## src/core/bidio_pkg.sv

```systemverilog
package bidio_pkg;
  localparam int unsigned BIDIO_W = 8;
  localparam int unsigned BIDIO_AW = 13;
  // Data registers at the bottom of page zero, direction registers just above
  localparam logic [12:0] BIDIO_ADDR_PORT_A_DATA = 13'h0000;
  localparam logic [12:0] BIDIO_ADDR_PORT_B_DATA = 13'h0001;
  localparam logic [12:0] BIDIO_ADDR_PORT_C_DATA = 13'h0002;
  localparam logic [12:0] BIDIO_ADDR_PORT_D_DATA = 13'h0003;
  localparam logic [12:0] BIDIO_ADDR_PORT_A_DIR  = 13'h0004;
  localparam logic [12:0] BIDIO_ADDR_PORT_B_DIR  = 13'h0005;
  localparam logic [12:0] BIDIO_ADDR_PORT_C_DIR  = 13'h0006;
  localparam logic [7:0]  BIDIO_DIR_RESET        = 8'h00;
  localparam logic [7:0]  BIDIO_DIR_READBACK     = 8'hff;
  localparam logic [7:0]  BIDIO_UNMAPPED_READ    = 8'h00;
  localparam int unsigned BIDIO_NUM_BIDIR        = 3;
  localparam int unsigned BIDIO_TOTAL_PINS       = 32;
endpackage : bidio_pkg

```

## src/core/bidio_ports.sv

```systemverilog
`timescale 1ns/1ps
`default_nettype none
module bidio_ports (
  input  wire logic                          CLK_SYS,
  input  wire logic                          ARST_N,
  input  wire logic [bidio_pkg::BIDIO_AW-1:0] ADDR,
  input  wire logic                          WR_EN,
  input  wire logic                          RD_EN,
  input  wire logic [bidio_pkg::BIDIO_W-1:0]  WDATA,
  output var  logic [bidio_pkg::BIDIO_W-1:0]  RDATA,
  input  wire logic [bidio_pkg::BIDIO_W-1:0]  PORT_A_IN,
  output var  logic [bidio_pkg::BIDIO_W-1:0]  PORT_A_OUT,
  output var  logic [bidio_pkg::BIDIO_W-1:0]  PORT_A_OE,
  input  wire logic [bidio_pkg::BIDIO_W-1:0]  PORT_B_IN,
  output var  logic [bidio_pkg::BIDIO_W-1:0]  PORT_B_OUT,
  output var  logic [bidio_pkg::BIDIO_W-1:0]  PORT_B_OE,
  input  wire logic [bidio_pkg::BIDIO_W-1:0]  PORT_C_IN,
  output var  logic [bidio_pkg::BIDIO_W-1:0]  PORT_C_OUT,
  output var  logic [bidio_pkg::BIDIO_W-1:0]  PORT_C_OE,
  input  wire logic [bidio_pkg::BIDIO_W-1:0]  PORT_D_IN,
  input  wire logic                          INT_PIN_N,
  output var  logic                          INT_LEVEL
);
  import bidio_pkg::*;

  localparam int unsigned NP = BIDIO_NUM_BIDIR;

  logic [NP-1:0][BIDIO_W-1:0] dir_reg;
  logic [NP-1:0][BIDIO_W-1:0] dir_next;
  logic [NP-1:0][BIDIO_W-1:0] latch_reg;
  logic [NP-1:0][BIDIO_W-1:0] latch_next;
  logic [BIDIO_W-1:0]         rdata_reg;
  logic [BIDIO_W-1:0]         rdata_next;
  logic [NP-1:0][BIDIO_W-1:0] oe_reg;
  logic [NP-1:0][BIDIO_W-1:0] oe_next;
  logic [NP-1:0][BIDIO_W-1:0] out_reg;
  logic [NP-1:0][BIDIO_W-1:0] out_next;
  logic                       int_level_reg;
  logic                       int_level_next;
  logic [BIDIO_W-1:0]         pin_a_sync;
  logic [BIDIO_W-1:0]         pin_b_sync;
  logic [BIDIO_W-1:0]         pin_c_sync;
  logic [NP-1:0][BIDIO_W-1:0] pin_sync;
  logic [BIDIO_W-1:0]         pin_d_sync;
  logic [0:0]                 int_active;
  logic [NP-1:0]              data_sel;
  logic [NP-1:0]              dir_sel;
  logic                       d_sel;

  bidio_sync #(.W(BIDIO_W)) u_sync_a (
    .clk    (CLK_SYS),
    .arst_n (ARST_N),
    .d      (PORT_A_IN),
    .q      (pin_a_sync)
  );

  bidio_sync #(.W(BIDIO_W)) u_sync_b (
    .clk    (CLK_SYS),
    .arst_n (ARST_N),
    .d      (PORT_B_IN),
    .q      (pin_b_sync)
  );

  bidio_sync #(.W(BIDIO_W)) u_sync_c (
    .clk    (CLK_SYS),
    .arst_n (ARST_N),
    .d      (PORT_C_IN),
    .q      (pin_c_sync)
  );

  bidio_sync #(.W(BIDIO_W)) u_sync_d (
    .clk    (CLK_SYS),
    .arst_n (ARST_N),
    .d      (PORT_D_IN),
    .q      (pin_d_sync)
  );

  // Inverted pin so the synchroniser's reset value matches an idle high pin
  bidio_sync #(.W(1)) u_sync_int (
    .clk    (CLK_SYS),
    .arst_n (ARST_N),
    .d      (~INT_PIN_N),
    .q      (int_active)
  );

  assign pin_sync = {pin_c_sync, pin_b_sync, pin_a_sync};

  // Per bit: output bits read the latch, input bits read the pin
  function automatic logic [BIDIO_W-1:0] port_view(
    input logic [BIDIO_W-1:0] dir,
    input logic [BIDIO_W-1:0] latch,
    input logic [BIDIO_W-1:0] pin
  );
    port_view = (dir & latch) | (~dir & pin);
  endfunction : port_view

  // One decode serves both paths, so the read and write maps cannot drift apart
  function automatic logic [NP-1:0] port_hit(
    input logic [BIDIO_AW-1:0] addr,
    input logic [BIDIO_AW-1:0] base
  );
    port_hit = '0;
    for (int p = 0; p < NP; p++) begin
      port_hit[p] = (addr == base + BIDIO_AW'(p));
    end
  endfunction : port_hit

  always_comb begin
    data_sel = port_hit(ADDR, BIDIO_ADDR_PORT_A_DATA);
    dir_sel  = port_hit(ADDR, BIDIO_ADDR_PORT_A_DIR);
    // Port D has no direction register, so it decodes only as data
    d_sel    = (ADDR == BIDIO_ADDR_PORT_D_DATA);
  end

  // Write path: one store replaces a whole register, with no per-bit merge
  always_comb begin
    dir_next   = dir_reg;
    latch_next = latch_reg;
    for (int p = 0; p < NP; p++) begin
      if (WR_EN && data_sel[p]) begin
        latch_next[p] = WDATA;
      end
      if (WR_EN && dir_sel[p]) begin
        dir_next[p] = WDATA;
      end
    end
  end

  // Read path sees register values from before a write in the same cycle
  always_comb begin
    rdata_next = rdata_reg;
    if (RD_EN) begin
      rdata_next = BIDIO_UNMAPPED_READ;
      for (int p = 0; p < NP; p++) begin
        if (data_sel[p]) begin
          rdata_next = port_view(dir_reg[p], latch_reg[p], pin_sync[p]);
        end
        if (dir_sel[p]) begin
          rdata_next = BIDIO_DIR_READBACK;
        end
      end
      if (d_sel) begin
        rdata_next = pin_d_sync;
      end
    end
  end

  // The direction bits decide who drives the pins, so unlike the latches they take reset
  always_ff @(posedge CLK_SYS or negedge ARST_N) begin
    if (!ARST_N) begin
      dir_reg <= {NP{BIDIO_DIR_RESET}};
    end else begin
      dir_reg <= dir_next;
    end
  end

  // Read data holds between reads so a slow poll sees a steady byte
  always_ff @(posedge CLK_SYS or negedge ARST_N) begin
    if (!ARST_N) begin
      rdata_reg <= BIDIO_UNMAPPED_READ;
    end else begin
      rdata_reg <= rdata_next;
    end
  end

  // Latches sit outside the reset on purpose so software sees no implied value
  always_ff @(posedge CLK_SYS) begin
    latch_reg <= latch_next;
  end

  // Drivers follow next state so they switch at the edge that takes the write
  always_comb begin
    oe_next  = dir_next;
    out_next = '0;
    for (int p = 0; p < NP; p++) begin
      out_next[p] = latch_next[p] & dir_next[p];
    end
    int_level_next = ~int_active[0];
  end

  always_ff @(posedge CLK_SYS or negedge ARST_N) begin
    if (!ARST_N) begin
      oe_reg        <= '0;
      out_reg       <= '0;
      // Idle high, so no false interrupt level shows right after reset
      int_level_reg <= 1'b1;
    end else begin
      oe_reg        <= oe_next;
      out_reg       <= out_next;
      int_level_reg <= int_level_next;
    end
  end

  // Every output comes straight from a flop
  assign PORT_A_OUT = out_reg[0];
  assign PORT_A_OE  = oe_reg[0];
  assign PORT_B_OUT = out_reg[1];
  assign PORT_B_OE  = oe_reg[1];
  assign PORT_C_OUT = out_reg[2];
  assign PORT_C_OE  = oe_reg[2];
  assign RDATA      = rdata_reg;
  assign INT_LEVEL  = int_level_reg; // 24 bidir + 8 input pins
endmodule : bidio_ports
`default_nettype wire

```

## src/core/bidio_sync.sv

```systemverilog
`timescale 1ns/1ps
`default_nettype none
// Three-stage pin synchroniser; a change is accepted once stages two and three agree
module bidio_sync #(
  parameter int unsigned W = 8
) (
  input  wire logic         clk,
  input  wire logic         arst_n,
  input  wire logic [W-1:0] d,
  output var  logic [W-1:0] q
);
  logic [W-1:0] s1_reg;
  logic [W-1:0] s2_reg;
  logic [W-1:0] s3_reg;
  logic [W-1:0] q_reg;
  logic [W-1:0] q_next;

  always_comb begin
    for (int i = 0; i < W; i++) begin
      q_next[i] = (s2_reg[i] == s3_reg[i]) ? s3_reg[i] : q_reg[i];
    end
  end

  always_ff @(posedge clk or negedge arst_n) begin
    if (!arst_n) begin
      s1_reg <= '0;
      s2_reg <= '0;
      s3_reg <= '0;
      q_reg  <= '0;
    end else begin
      s1_reg <= d;
      s2_reg <= s1_reg;
      s3_reg <= s2_reg;
      q_reg  <= q_next;
    end
  end

  assign q = q_reg;
endmodule : bidio_sync
`default_nettype wire

```

## config.mk

```make
export PLATFORM = sky130hd
export DESIGN_NAME = bidio_ports
export DESIGN_NICKNAME = d
export VERILOG_FILES = /design/src/core/bidio_pkg.sv /design/src/core/bidio_ports.sv /design/src/core/bidio_sync.sv
export SDC_FILE = /design/constraint.sdc
export NUM_CORES = 1
export LEC_CHECK = 0
export ABC_AREA = 1
export BUFFER_PORTS_ARGS = -buffer_cell sky130_fd_sc_hd__buf_2
export CAP_MARGIN = 10
export CORE_ASPECT_RATIO = 1.2
export CORE_MARGIN = 1
export CORE_UTILIZATION = 56
export DETAILED_ROUTE_END_ITERATION = 16
export GPL_TIMING_DRIVEN = 1
export PLACE_DENSITY = 0.79
export SLEW_MARGIN = 10
export SYNTH_ARGS = -nofsm -noshare
export SYNTH_HDL_FRONTEND = slang
export SYNTH_SLANG_ARGS = --single-unit
```

## constraint.sdc

```tcl
create_clock -name CLK_SYS -period 1.15 [get_ports CLK_SYS]
set_input_delay 0 -clock CLK_SYS [delete_from_list [all_inputs] [get_ports CLK_SYS]]
set_output_delay 0 -clock CLK_SYS [all_outputs]
set_load 0.03 [all_outputs]
```

Word-level counts from Yosys, hierarchy flattened
Index checks and enable logic that the tools add are counted.
{"block": "totals", "regBits": 213, "in_bits": 58, "output_inout_bits": 57, "elab_cells": 135}
{"block": "classes", "eq_ne": 39, "n_mux": 13, "bitwise": 17, "n_reduce_logical": 7}
{"operator": "$mux W8", "count": 13}
{"operator": "$and A8 B8 Y8", "count": 9}
{"operator": "$eq A13 B3 Y1 const B", "count": 3}
{"operator": "$eq A1 B1 Y1", "count": 33}
{"operator": "$eq A13 B2 Y1 const B", "count": 2}
{"operator": "$not A8 Y8", "count": 3}
{"operator": "$or A8 B8 Y8", "count": 3}
{"operator": "$eq A13 B1 Y1 const B", "count": 1}
{"operator": "$logic_not A13 Y1", "count": 1}
{"operator": "$logic_and A1 B1 Y1", "count": 6}
{"operator": "$not A1 Y1", "count": 2}

Longest topological paths before layout
{"block": "depth", "word_depth": 10, "ltp_mapped": 11, "mapped_depth_nobuf": 10}

Modules after synthesis
Synthesis repeated with hierarchy kept, for this count alone.
{"block": "hier_totals", "hier_cells": 761, "area_unflattened_um2": 7723.7}
{"mod": "bidio_ports", "n_inst": 1, "cells_per_inst": 497, "area_per_inst_um2": 3883.7, "seq_area_each_um2": 1908.1}
{"mod": "bidio_sync (u_sync_a ...)", "n_inst": 4, "cells_per_inst": 64, "area_per_inst_um2": 930.9, "seq_area_each_um2": 800.8}
{"mod": "bidio_sync (u_sync_int)", "n_inst": 1, "cells_per_inst": 8, "area_per_inst_um2": 116.4, "seq_area_each_um2": 100.1}

Worst setup path before layout
Ideal clock, no wire load.
{"block": "synth_path", "kind": "flip-flop to flip-flop", "from": "register PORT_A_OE[7] (netlist name)", "to": "register rdata_reg[7] (netlist: RDATA[7])", "setup_ns": 0.117, "arrival_ns": 1.055, "path_slack_ns": -0.021, "stages_incl_launch_ff": 10, "cell_sequence": "dfrtp_1 inv_1 nand2_1 o21ai_0 nand3_1 nand2_1 nor2_1 nand2_1 nand2_1 nand2_1"}
{"item": "to (signal assigned)", "line": "bidio_ports.sv:162", "text": "rdata_reg <= rdata_next;"}
{"item": "to (decl)", "line": "bidio_ports.sv:32", "text": "logic [BIDIO_W-1:0] rdata_reg;"}

==> results.md <==
- Antenna diodes: 0
- Initial antenna violation count: 0
- Root buffer cell: clkbuf_16
- Placed Cells: 942
- GRT overflow: 0
- Synth Warn #: 0
- Fillers: 759
- Core box area: between 10000 and 15000 sq um
- Final setup violation count: 9
- Design area: around 9700 sq um
- Slew @ Worst Pin: around 0.34 ns
- R2R Setup Slk: -0.1 ns
- Synth-to-Final Area Change: 31.3%
- DIE WIDTH: about 110 um
- Number of flip-flops under the largest register name: 24
- Max cap viols: 0
- Fin Clk Skew: roughly 0.0070 ns
- Unrepaired setup endpoints after global routing: true
- Mapped Cells: ~650
- Largest net degree at the start of global routing: 46
- Routed vias/inst: ~5
- Reg area: 5210 sq um
- CP endpoint kind: flop
- Worst slew margin: 0.774
- Post-route DRC: 0
- Final setup margin: -0.0976 ns
- Hold Fails Final Rpt: 0
- #FFs+latches synth: roughly 210
- Vias in the first global route: ~5400
- Worst EP arrival: around 1.6 ns
- Max clock buf depth: 3
- Peak VDD IR: roughly 1300 uV
- Largest fanout on the critical path: 2
- Routed WL: around 16000 um
- Nets: 913
- Synthesized cell area: roughly 7400 sq um
- Max Clk Rate: 0.802 GHz
- LEAKAGE: between 4 and 5 nW
- Async set or reset register ratio after synthesis: 0.887
- Vias: approximately 5200
- WL/cell: approximately 16 um
- WL met3: between 800 and 900 um
- Top Metal Used: met4
- Worst skew pair latency: ~0.48 ns
- Failing checks: setup timing
- Pwr Density: 1570 nW/um^2
- CP Class: reg2reg
- CTS clk-pin slew, worst paths: around 0.06 ns
- H-tree depth: 1
- Hold Path Class: in2reg
- Fin cells: about 1000
- WHS: 0.0231 ns
- DRT met1 WL: 6310 um
- Critical path data required time: between 1.5 and 2 ns
- Synth cell types: 29
- Status: finished with violations
- Mean post-synth cell area: 11.4 sq um
- Syn_nets: around 700
- Post-synthesis sequential area ratio: 0.702
- Final Critical Period: 1.25 ns
- Port bufs: 114
- Routed wl met2: around 8200 um
- Clock sinks: around 210
- Layout cells sized above 1: 0.273
- Period utilisation layout: 1.08
- Multi-input gate area: roughly 1900 sq um
- Slew Limit Fails: 0
- Rows: 45
- ANT nets after route: 0
- TritonCTS buffer count: 21
- Post-DP HPWL: around 11000 um
- Initial cell density of the core: 0.581
- Area post-placement: between 8000 and 9000 sq um
- DR iter-0 viols: around 320
- Die ar.: 13700 sq um
- Height of the die: approximately 130 um
- Pre-Repair DR Iteration Count: 5
- First-pass GRT wire length: 25800 um
- Num ports: around 120
- Post-synth EDFFs: 0
- GPL Wtd Cong: just over 0.8
- Critical path startpoint category: flop
- CTS tree: done
- Gr usage total: 0.243
- Ys flop type: dfrtp_1
-- cells in the final DEF (no fill, tap or decap), types with 11 or more instances in the layout --
cell	count
inv_1	82
buf_2	103
nand3_1	11
clkbuf_16	21
buf_6	13
nor2_1	39
dfrtp_1	187
maj3_1	33
dlygate4sd3_1	44
dfxtp_1	24
buf_4	17
inv_2	12
nand2_2	20
nand2_1	128
o21ai_1	36
o21ai_0	20
-- worst max-delay path, cell delays in order (launching register included) --
cell,delay (ns)
dfrtp_1,0.39
mux2i_1,0.32
nor2_1,0.08
nor2_1,0.12
nand2_1,0.10
nand2_1,0.07
nand2_1,0.05
-- report_power, final --
| part | internal (W) | total (W) | switching (W) |
|---|---|---|---|
| clock network | 0.00401 | 0.00668 | 0.00267 |
| logic | 0.000334 | 0.000694 | 0.000360 |
| registers | 0.00779 | 0.00795 | 0.000166 |
-- metal layers --
| metal | GRT usage | vias to the layer above |
|---|---|---|
| met2 | 0.414 | 169 |
| met4 | 0.124 | 0 |
| met5 | 0 | - |
| met1 | 0.296 | 2504 |
| li1 | - | 2432 |
| met3 | 0.0447 | 61 |
-- synth_stat cells (2+ instances only) --
cell type  instances  area share
dfrtp_1          188        0.63
nand3_2            2      0.0027
nand3_1           12      0.0081
and2_1             7      0.0059
o21ai_0           20       0.013
nand4_1            8      0.0067
maj3_1            33       0.044
nand4_2            4      0.0067
inv_1             92       0.047
buf_4              3      0.0030
nor2_1            46       0.023
inv_2              2      0.0010
buf_6              2      0.0030
buf_2              4      0.0027
nand2_1          147       0.074
o21ai_1           36       0.024
nor2_4             5      0.0076
dfxtp_1           24       0.065
mux2i_1            8       0.011
-- area by class of cell --
cell class	count	share of cell area
multi-input combinational	336	0.191
clock buffer	29	0.0601
clock inverter	8	0.00950
sequential	213	0.535
inverter	95	0.0368
timing repair buffer	188	0.146
tap	164	0.0211
-- stage by stage --
step	power, W	util	worst slack, ns	TNS (ns)
floorplan	0.00824	-	0.00589	0
CTS	0.0154	0.749	-0.0368	-0.104
global placement	0.00861	0.658	-0.177	-7.99
global route	0.0158	0.763	-0.207	-1.11
detailed placement	0.00866	0.658	-0.240	-10.73
finish	0.0153	0.763	-0.0976	-0.294
-- path summary, 6_finish.rpt --
path                       cells after the start          startpoint                  to
hold / removal                                 3               WR_EN        latch_reg[6]
hold reg to reg                                0  u_sync_c.s1_reg[4]  u_sync_c.s2_reg[4]
min in group asynchronous                      3              ARST_N   u_sync_int.s1_reg
setup / recovery                               6        PORT_C_OE[6]            RDATA[6]
max in group asynchronous                      4              ARST_N           INT_LEVEL
setup reg to reg                               6        PORT_C_OE[6]            RDATA[6]
-- logic make-up (layout without fill, tap and decap cells) --
family / after synthesis / in the layout / share of synthesized area
AND/OR/NAND/NOR: 238 / 238 / 0.147
buffers and inverters: 104 / 320 / 0.0571
adder cells (fa/ha/maj): 33 / 33 / 0.0445
AO/OA/AOI/OAI: 57 / 57 / 0.0389
multiplexers: 8 / 8 / 0.0108
flip-flops: 213 / 213 / 0.702
-- timing repair --
item	4_1_cts	5_1_grt
resized for setup	15	46
setup endpoints to repair	10	12
hold buffers	44	0
buffers inserted	2	8
hold endpoints to repair	286	0
pin swaps	5	31
Note: power is estimated with default switching activity, not from simulation.
